--- config.mk ---
export PLATFORM = sky130hd
export DESIGN_NAME = afe_sample_clamp_control
export DESIGN_NICKNAME = d
export VERILOG_FILES = /design/src/afe_clamp_pkg.sv /design/src/afe_sample_clamp_control.sv
export SDC_FILE = /design/constraint.sdc
export NUM_CORES = 1
export LEC_CHECK = 0
export BUFFER_PORTS_ARGS = -buffer_cell sky130_fd_sc_hd__buf_4
export CORE_MARGIN = 1.5
export CORE_UTILIZATION = 50
export CTS_CLUSTER_SIZE = 25
export DETAILED_ROUTE_END_ITERATION = 6
export GPL_ROUTABILITY_DRIVEN = 0
export GPL_TIMING_DRIVEN = 0
export PLACE_DENSITY = 0.75
export SLEW_MARGIN = 20
export SYNTH_ARGS = -nofsm -noshare
export SYNTH_HDL_FRONTEND = slang
export SYNTH_SLANG_ARGS = --single-unit
--- constraint.sdc ---
create_clock -name clk_sys -period 2 [get_ports clk_sys]
set_input_delay 0.1 -clock clk_sys [delete_from_list [all_inputs] [get_ports clk_sys]]
set_output_delay 0.1 -clock clk_sys [all_outputs]
set_load 0.005 [all_outputs]
--- src/afe_clamp_pkg.sv ---
package afe_clamp_pkg;

   // Colour select codes for the coefficient multiplexer
   typedef enum logic [1:0] {
      COLOUR_RED   = 2'h0,
      COLOUR_GREEN = 2'h1,
      COLOUR_BLUE  = 2'h2,
      COLOUR_MONO  = 2'h3
   } colour_t;

   // One gain/offset coefficient pair
   typedef struct packed {
      logic [7:0] gain;
      logic [7:0] offset;
   } coeff_t;

   // Register offsets
   localparam logic [3:0] REG_CTRL   = 4'h0;
   localparam logic [3:0] REG_RED    = 4'h1;
   localparam logic [3:0] REG_GREEN  = 4'h2;
   localparam logic [3:0] REG_BLUE   = 4'h3;
   localparam logic [3:0] REG_STATUS = 4'h4;

   // Control register field positions
   localparam int CTRL_CLAMP_BIT  = 0;
   localparam int CTRL_CDS_BIT    = 1;
   localparam int CTRL_MONO_BIT   = 2;
   localparam int CTRL_COLOUR_LSB = 3;
   localparam int CTRL_REFPOS_LSB = 5;

   // Reset values
   localparam logic [15:0] COEFF_RESET = 16'h0000;
   localparam logic        CDS_RESET   = 1'b1;
   localparam logic        CLAMP_RESET = 1'b0;
   localparam logic        MONO_RESET  = 1'b0;

   // Timing counts in master clock cycles
   localparam int REF_BASE_DELAY = 1;
   localparam int NIBBLES        = 4;

endpackage : afe_clamp_pkg

--- src/afe_sample_clamp_control.sv ---
// Decided for this implementation: the address-and-strobe port and the register addresses.
`timescale 1ns/1ps
`default_nettype none

// Operation
// Each 16-bit result leaves as four nibbles on a 4-bit bus.
// Controller writes configuration and per-colour coefficients; channel applies them.
// Monochrome applies one fixed coefficient pair to every pixel.
// Colour mode picks red, green or blue pair by two-bit select.
// Controller changes colour with one select write per new line.
// Clamp pulse comes from clock and strobe, only when clamp enabled.
// Clamp enable captured on clock edge within strobe, governs next reset.
// Two-bit reference position shifts the clamp pulse timing.
// Clamping works with correlated or non-correlated sampling.
// Sampling-mode bit one selects correlated sampling; default after reset.
// Reference position moves the reset-level sampling instant.
// Non-correlated mode samples reference pin together with video sample.
// Clamp enable resets low; colour select resets to first code.
module afe_sample_clamp_control (
   input  wire logic                  clk_sys,
   input  wire logic                  srst,
   input  wire logic [3:0]            regAddr,
   input  wire logic [15:0]           regWdata,
   input  wire logic                  regWrite,
   input  wire logic                  regRead,
   output logic      [15:0]           regRdata,
   input  wire logic                  sampleStrobe,
   input  wire logic [15:0]           adcResult,
   input  wire logic                  adcValid,
   output logic      [3:0]            nibbleOut,
   output logic                       nibbleValid,
   output logic                       clampPulse,
   output logic                       resetSample,
   output logic                       videoSample,
   output logic                       refPinSelect,
   output afe_clamp_pkg::coeff_t      activeCoeff
);

   // Configuration state
   logic                   clampEnable;
   logic                   corrSampling;
   logic                   monoMode;
   afe_clamp_pkg::colour_t colourSel;
   logic [1:0]             refPosition;
   afe_clamp_pkg::coeff_t  coeffSet [3];

   // Timing state
   logic       strobeDly;
   logic       clampArmed;
   logic [2:0] refCount;
   logic       refActive;
   logic [15:0] shiftWord;
   logic [1:0]  nibbleCount;
   logic        shifting;

   // Coefficient lookup for a colour code
   function automatic afe_clamp_pkg::coeff_t pick(
      input afe_clamp_pkg::colour_t c,
      input logic                   mono
   );
      if (mono || c == afe_clamp_pkg::COLOUR_MONO) begin
         pick = coeffSet[0];
      end else begin
         pick = coeffSet[c];
      end
   endfunction : pick

   // Control register writes
   // register writes applied
   always_ff @(posedge clk_sys) begin
      if (srst) begin
         // reset defaults
         clampEnable  <= afe_clamp_pkg::CLAMP_RESET;
         // correlated default
         corrSampling <= afe_clamp_pkg::CDS_RESET;
         monoMode     <= afe_clamp_pkg::MONO_RESET;
         colourSel    <= afe_clamp_pkg::COLOUR_RED;
         refPosition  <= 2'h0;
      end else if (regWrite && regAddr == afe_clamp_pkg::REG_CTRL) begin
         clampEnable  <= regWdata[afe_clamp_pkg::CTRL_CLAMP_BIT];
         corrSampling <= regWdata[afe_clamp_pkg::CTRL_CDS_BIT];
         monoMode     <= regWdata[afe_clamp_pkg::CTRL_MONO_BIT];
         colourSel    <= afe_clamp_pkg::colour_t'(
                            regWdata[afe_clamp_pkg::CTRL_COLOUR_LSB +: 2]);
         refPosition  <= regWdata[afe_clamp_pkg::CTRL_REFPOS_LSB +: 2];
      end
   end

   // Coefficient register writes
   always_ff @(posedge clk_sys) begin
      if (srst) begin
         for (int i = 0; i < 3; i++) begin
            coeffSet[i] <= afe_clamp_pkg::COEFF_RESET;
         end
      end else if (regWrite) begin
         if (regAddr == afe_clamp_pkg::REG_RED) begin
            coeffSet[0] <= regWdata;
         end else if (regAddr == afe_clamp_pkg::REG_GREEN) begin
            coeffSet[1] <= regWdata;
         end else if (regAddr == afe_clamp_pkg::REG_BLUE) begin
            coeffSet[2] <= regWdata;
         end
      end
   end

   // Register read port, data one cycle after strobe
   always_ff @(posedge clk_sys) begin
      if (srst) begin
         regRdata <= 16'h0000;
      end else if (!regRead) begin
         regRdata <= 16'h0000;
      end else if (regAddr == afe_clamp_pkg::REG_CTRL) begin
         regRdata <= {9'h000, refPosition, colourSel, monoMode,
                      corrSampling, clampEnable};
      end else if (regAddr == afe_clamp_pkg::REG_RED) begin
         regRdata <= coeffSet[0];
      end else if (regAddr == afe_clamp_pkg::REG_GREEN) begin
         regRdata <= coeffSet[1];
      end else if (regAddr == afe_clamp_pkg::REG_BLUE) begin
         regRdata <= coeffSet[2];
      end else if (regAddr == afe_clamp_pkg::REG_STATUS) begin
         regRdata <= {13'h0000, shifting, refActive, clampArmed};
      end else begin
         regRdata <= 16'h0000;
      end
   end

   // Coefficient pair driven to the channel
   // mono fixed pair
   // colour select
   always_ff @(posedge clk_sys) begin
      if (srst) begin
         activeCoeff <= afe_clamp_pkg::COEFF_RESET;
      end else begin
         activeCoeff <= pick(colourSel, monoMode);
      end
   end

   // Clamp enable capture inside strobe
   // capture on strobe edge
   always_ff @(posedge clk_sys) begin
      if (srst) begin
         strobeDly  <= 1'b0;
         clampArmed <= 1'b0;
      end else begin
         strobeDly <= sampleStrobe;
         if (sampleStrobe && !strobeDly) begin
            clampArmed <= clampEnable;
         end
      end
   end

   // Reset-level timing after strobe end, delayed by reference position
   // shifted clamp position
   // reset sample instant
   always_ff @(posedge clk_sys) begin
      if (srst) begin
         refCount  <= 3'h0;
         refActive <= 1'b0;
      end else if (!sampleStrobe && strobeDly) begin
         refCount  <= 3'(afe_clamp_pkg::REF_BASE_DELAY) + 3'(refPosition);
         refActive <= 1'b0;
      end else if (refCount != 3'h0) begin
         refCount  <= refCount - 3'h1;
         refActive <= (refCount == 3'h1);
      end else begin
         refActive <= 1'b0;
      end
   end

   // Clamp pulse and sampling clocks
   // gated clamp pulse
   // clamp in both modes
   // reference with video
   always_ff @(posedge clk_sys) begin
      if (srst) begin
         clampPulse   <= 1'b0;
         resetSample  <= 1'b0;
         videoSample  <= 1'b0;
         refPinSelect <= 1'b0;
      end else begin
         clampPulse   <= refActive && clampArmed;
         videoSample  <= sampleStrobe && !strobeDly;
         refPinSelect <= !corrSampling;
         resetSample  <= corrSampling ? refActive
                                      : (sampleStrobe && !strobeDly);
      end
   end

   // Nibble serialiser, high nibble first
   // four nibbles out
   always_ff @(posedge clk_sys) begin
      if (srst) begin
         shiftWord   <= 16'h0000;
         nibbleCount <= 2'h0;
         shifting    <= 1'b0;
         nibbleOut   <= 4'h0;
         nibbleValid <= 1'b0;
      end else if (adcValid) begin
         shiftWord   <= {adcResult[11:0], 4'h0};
         nibbleOut   <= adcResult[15:12];
         nibbleValid <= 1'b1;
         nibbleCount <= 2'h3;
         shifting    <= 1'b1;
      end else if (shifting) begin
         nibbleOut   <= shiftWord[15:12];
         shiftWord   <= {shiftWord[11:0], 4'h0};
         nibbleCount <= nibbleCount - 2'h1;
         shifting    <= (nibbleCount != 2'h1);
         nibbleValid <= 1'b1;
      end else begin
         nibbleValid <= 1'b0;
      end
   end

   // strobe capture
   capture_a: assert property (@(posedge clk_sys) disable iff (srst)
      (sampleStrobe && !strobeDly) |=> (clampArmed == $past(clampEnable)))
      else $error("clamp enable not captured at strobe");

   // gated pulse
   clamp_gate_a: assert property (@(posedge clk_sys) disable iff (srst)
      clampPulse |-> $past(clampArmed))
      else $error("clamp pulse without enable");

   // position delay
   ref_delay_a: assert property (@(posedge clk_sys) disable iff (srst)
      (!sampleStrobe && strobeDly && refPosition == 2'h0) |=> ##1 refActive)
      else $error("reference timing wrong");

   // reset values
   reset_val_a: assert property (@(posedge clk_sys)
      $past(srst) |-> (!clampEnable && colourSel == afe_clamp_pkg::COLOUR_RED
                       && corrSampling))
      else $error("reset defaults wrong");

   // mono pair
   mono_pair_a: assert property (@(posedge clk_sys) disable iff (srst)
      ($past(monoMode) && !$past(srst, 1)) |-> activeCoeff == $past(coeffSet[0]))
      else $error("mono coefficients wrong");

   // colour pair
   colour_pair_a: assert property (@(posedge clk_sys) disable iff (srst)
      (!monoMode && colourSel == afe_clamp_pkg::COLOUR_GREEN)
      |=> activeCoeff == $past(coeffSet[1]))
      else $error("colour coefficients wrong");

   // nibble burst
   nibble_run_a: assert property (@(posedge clk_sys) disable iff (srst)
      adcValid |=> nibbleValid[*4])
      else $error("nibble burst short");

   // reference sample
   noncds_a: assert property (@(posedge clk_sys) disable iff (srst)
      (!corrSampling && sampleStrobe && !strobeDly) |=> (resetSample
                                                         && videoSample))
      else $error("reference not sampled with video");

endmodule : afe_sample_clamp_control

`default_nettype wire

==> results.json <==
{
  "status": "finished clean",
  "die_h_um": 99.81,
  "grt_pass1_vias": 3837,
  "syn_area_mm2": 0.004686,
  "crit_fanout": 10,
  "route.detailed.drc": 0,
  "fin_cells": 683,
  "ys_seq_area_share_pct": 61.09,
  "fmax_mhz": 557.3,
  "fillCellCount": 661,
  "grt_pass1_wl_um": 18750,
  "min_period_ps": 1794,
  "ys_dominant_reg_cell": "dfxtp_1",
  "clk_latency_ps": 510,
  "skew_ps": 10.90,
  "swShare_pct": 23.49,
  "first_pass_iters": 5,
  "p_clk_share_pct": 43.4,
  "finalMaxSlewViolations": 0,
  "synthCells": 425,
  "drt-total-wl_um": 12070,
  "cp_num_buf_inv": 1,
  "cts.reportedPaths.clkPinSlew_ps": 50,
  "worst_pin_slew_ps": 929.7,
  "rr_worst_depth": 5,
  "cts-root-buf": "clkbuf_8",
  "area_growth_pct": 34.93,
  "wl_per_cell_um": 17.68,
  "postPlaceCellArea_mm2": 0.005459,
  "portBuffers": 80,
  "slew_headroom_pct": 37.54,
  "antenna_cells": 0,
  "antenna_found_initial": 0,
  "crit_start": "colourSel[1]",
  "start_util_pct": 51.20,
  "cts_buffers": 17,
  "dpl.cell_count": 618,
  "syn_avg_cell_area_um2": 11.03,
  "cp-start-kind": "register",
  "drtIter0Drc": 363,
  "cts_resized": 0,
  "cpMaxStageDelayCell": "clkbuf_1",
  "rrSetupSlack_ps": 210,
  "setup_viol": 0,
  "crit_path_end": "activeCoeff[14]",
  "fin_nets": 607,
  "core_mm2": 0.009153,
  "r2r-start": "colourSel[1]",
  "worst_path_largest_cell_delay_ps": 530,
  "comb_power_share_pct": 11.8,
  "fp.dieArea_mm2": 0.009961,
  "cts_htree_levels": 4,
  "antenna_left": 0,
  "cp.depth": 5,
  "ys_types": 35,
  "leakage_nw": 2.555,
  "track_usage_pct": 24.81,
  "hold_class": "in2reg",
  "synth-edff-count": 48,
  "viasPerCell": 5.622,
  "crit_arrival_ps": 2190,
  "synthArstFlopShare_pct": 0,
  "synthesis.nets": 472,
  "yosysWarnings": 0,
  "cts_hold_buf": 34,
  "path_cells": "a21oi_1, o21a_1, clkbuf_1, nor2_1, a211oi_1",
  "p_sw_mw": 1.447,
  "grt_overflow": 0,
  "grt_max_degree": 17,
  "period_share_pct": 89.72,
  "irDropWorstVdd_mv": 0.6028,
  "critPathKind": "reg2reg",
  "drive_above_1_share_pct": 20.98,
  "path_delay_family": "compound AO/OA/AOI/OAI gates",
  "tritoncts": "built",
  "io-pin-count": 83,
  "cts_setup_buffers": 0,
  "power.internal_mw": 4.715,
  "clockBufferDepth": 2,
  "p_per_area_mw_per_mm2": 974.8,
  "worstPathRequired_ps": 2400,
  "rsz0062_at_grt": "false",
  "ys_seq_elements": 119,
  "die_w_um": 99.81,
  "finalInstanceArea_mm2": 0.006322,
  "cp-end-kind": "register",
  "cts.sinks": 119,
  "dp_hpwl_um": 7625,
  "hold_violations": 0,
  "row_count": 35,
  "timing.rr.end": "activeCoeff[14]",
  "p_seq_share_pct": 44.8,
  "vias": 3840,
  "cap_viol_max_count": 0
}
## layout by cell type, fill, tap and decap left out, types with 2 or more instances in the layout
cell type	netlist	layout
and2_1	15	15
o21ai_0	5	5
nor4_2	6	6
nor3_1	8	8
o221ai_1	4	4
nand3b_1	4	4
nor2_1	88	88
buf_4	0	80
ha_1	5	5
mux2i_1	37	37
o2bb2ai_1	7	7
a21oi_1	31	31
clkbuf_1	22	28
inv_1	6	6
a211oi_1	17	17
o21bai_2	0	2
dlygate4sd3_1	0	34
edfxtp_1	48	48
nand2b_1	5	5
clkbuf_8	0	4
nor2b_1	2	2
clkinv_2	0	4
dfxtp_1	71	71
buf_6	1	2
nand2_1	16	16
clkbuf_16	0	17
buf_2	3	3
nor4_1	4	4
nor3b_1	7	7
## worst register-to-register path: stages, from the launching register on
cell and delay (ps):
dfxtp_1 320, a21oi_1 260, o21a_1 190, clkbuf_1 530, nor2_1 100, a211oi_1 290
## registers in the layout, indices dropped and copies added, names as in the netlist, named ones only
register      count
shiftWord        12
clampPulse        1
nibbleCount       2
resetSample       1
monoMode          1
refPosition       2
shifting          1
refActive         1
strobeDly         1
refPinSelect      1
nibbleOut         4
videoSample       1
nibbleValid       1
coeffSet         48
clampEnable       1
regRdata         16
clampArmed        1
corrSampling      1
colourSel         2
activeCoeff      16
refCount          3
## Yosys cell counts (2+ instances only)
master	count	area, µm²
nor2_1	88	330.3
dfxtp_1	71	1421
edfxtp_1	48	1441
mux2i_1	37	370.4
a21oi_1	31	155.2
clkbuf_1	22	82.58
a211oi_1	17	127.6
nand2_1	16	60.06
and2_1	15	93.84
nor3_1	8	40.04
nor3b_1	7	52.55
o2bb2ai_1	7	61.31
inv_1	6	22.52
nor4_2	6	75.07
ha_1	5	62.56
nand2b_1	5	31.28
o21ai_0	5	25.02
nand3b_1	4	30.03
nor4_1	4	25.02
o221ai_1	4	35.03
buf_2	3	15.01
nor2b_1	2	12.51
o21bai_1	2	15.01
## power by group through the flow
| stage | Sequential, mW | Clock (mW) | Combinational, mW |
|---|---|---|---|
| after floorplan | 2.79 | 0 | 0.413 |
| after global placement | 2.80 | 0 | 0.623 |
| after detailed placement | 2.81 | 0 | 0.657 |
| after CTS | 2.76 | 2.68 | 0.720 |
| after global routing | 2.78 | 2.79 | 0.802 |
| final | 2.76 | 2.67 | 0.729 |
## cell families after synthesis
| logic type | after synthesis | synth area share, % |
|---|---|---|
| adders and majority gates | 5 | 1.335 |
| xor gates and xnor gates | 2 | 0.3739 |
| buffers and inverters | 32 | 2.804 |
| AOI/OAI and AO/OA | 70 | 9.666 |
| and+or+nand+nor | 160 | 16.82 |
| muxes | 37 | 7.904 |
| DFF | 119 | 61.09 |
## cell type report
| type | count | area, µm² | area share (%) |
|---|---|---|---|
| sequential | 119 | 2863 | 45.28 |
| multi-input combinational | 274 | 1699 | 26.88 |
| timing repair buffer | 116 | 967.2 | 15.30 |
| clock buffer | 27 | 503.0 | 7.956 |
| tap | 111 | 138.9 | 2.197 |
| buffer | 26 | 108.9 | 1.722 |
| inverter | 6 | 22.52 | 0.3562 |
| clock inverter | 4 | 20.02 | 0.3166 |
## routing by layer
| metal | GRT usage, % | vias up | wire (µm) |
|---|---|---|---|
| met3 | 6.476 | 32 | 1069 |
| met4 | 10.29 | 0 | 260 |
| met5 | 0 | - | 0 |
| met2 | 41.86 | 202 | 6004 |
| li1 | - | 1777 | - |
| met1 | 30.29 | 1829 | 4739 |
## how the worst min path moves through the flow
stage                       start  depth (start not counted)            to  slack (ps)
floorplan            sampleStrobe                          1     strobeDly         230
global placement     adcResult[0]                          3  shiftWord[4]         330
detailed placement  adcResult[14]                          3  nibbleOut[2]         340
CTS                       regRead                          5   regRdata[2]          30
global route           regAddr[2]                          4   regRdata[2]          60
finish                    regRead                          5   regRdata[2]          40
## through the flow
step | total power, mW | hold WS, ps | setup WS, ps | util (%) | TNS, ps
finish | 6.163 | 43.27 | 205.6 | 69.08 | 0
global placement | 3.422 | 329.3 | -1020 | 59.28 | -30310
global route | 6.364 | 60.96 | 79.36 | 69.08 | 0
detailed placement | 3.463 | 336.0 | -208.5 | 59.64 | -3332
CTS | 6.156 | 26.77 | 241.2 | 69.08 | 0
floorplan | 3.205 | 228.2 | 35.63 | - | 0
Note: power is estimated with default switching activity, not from simulation.
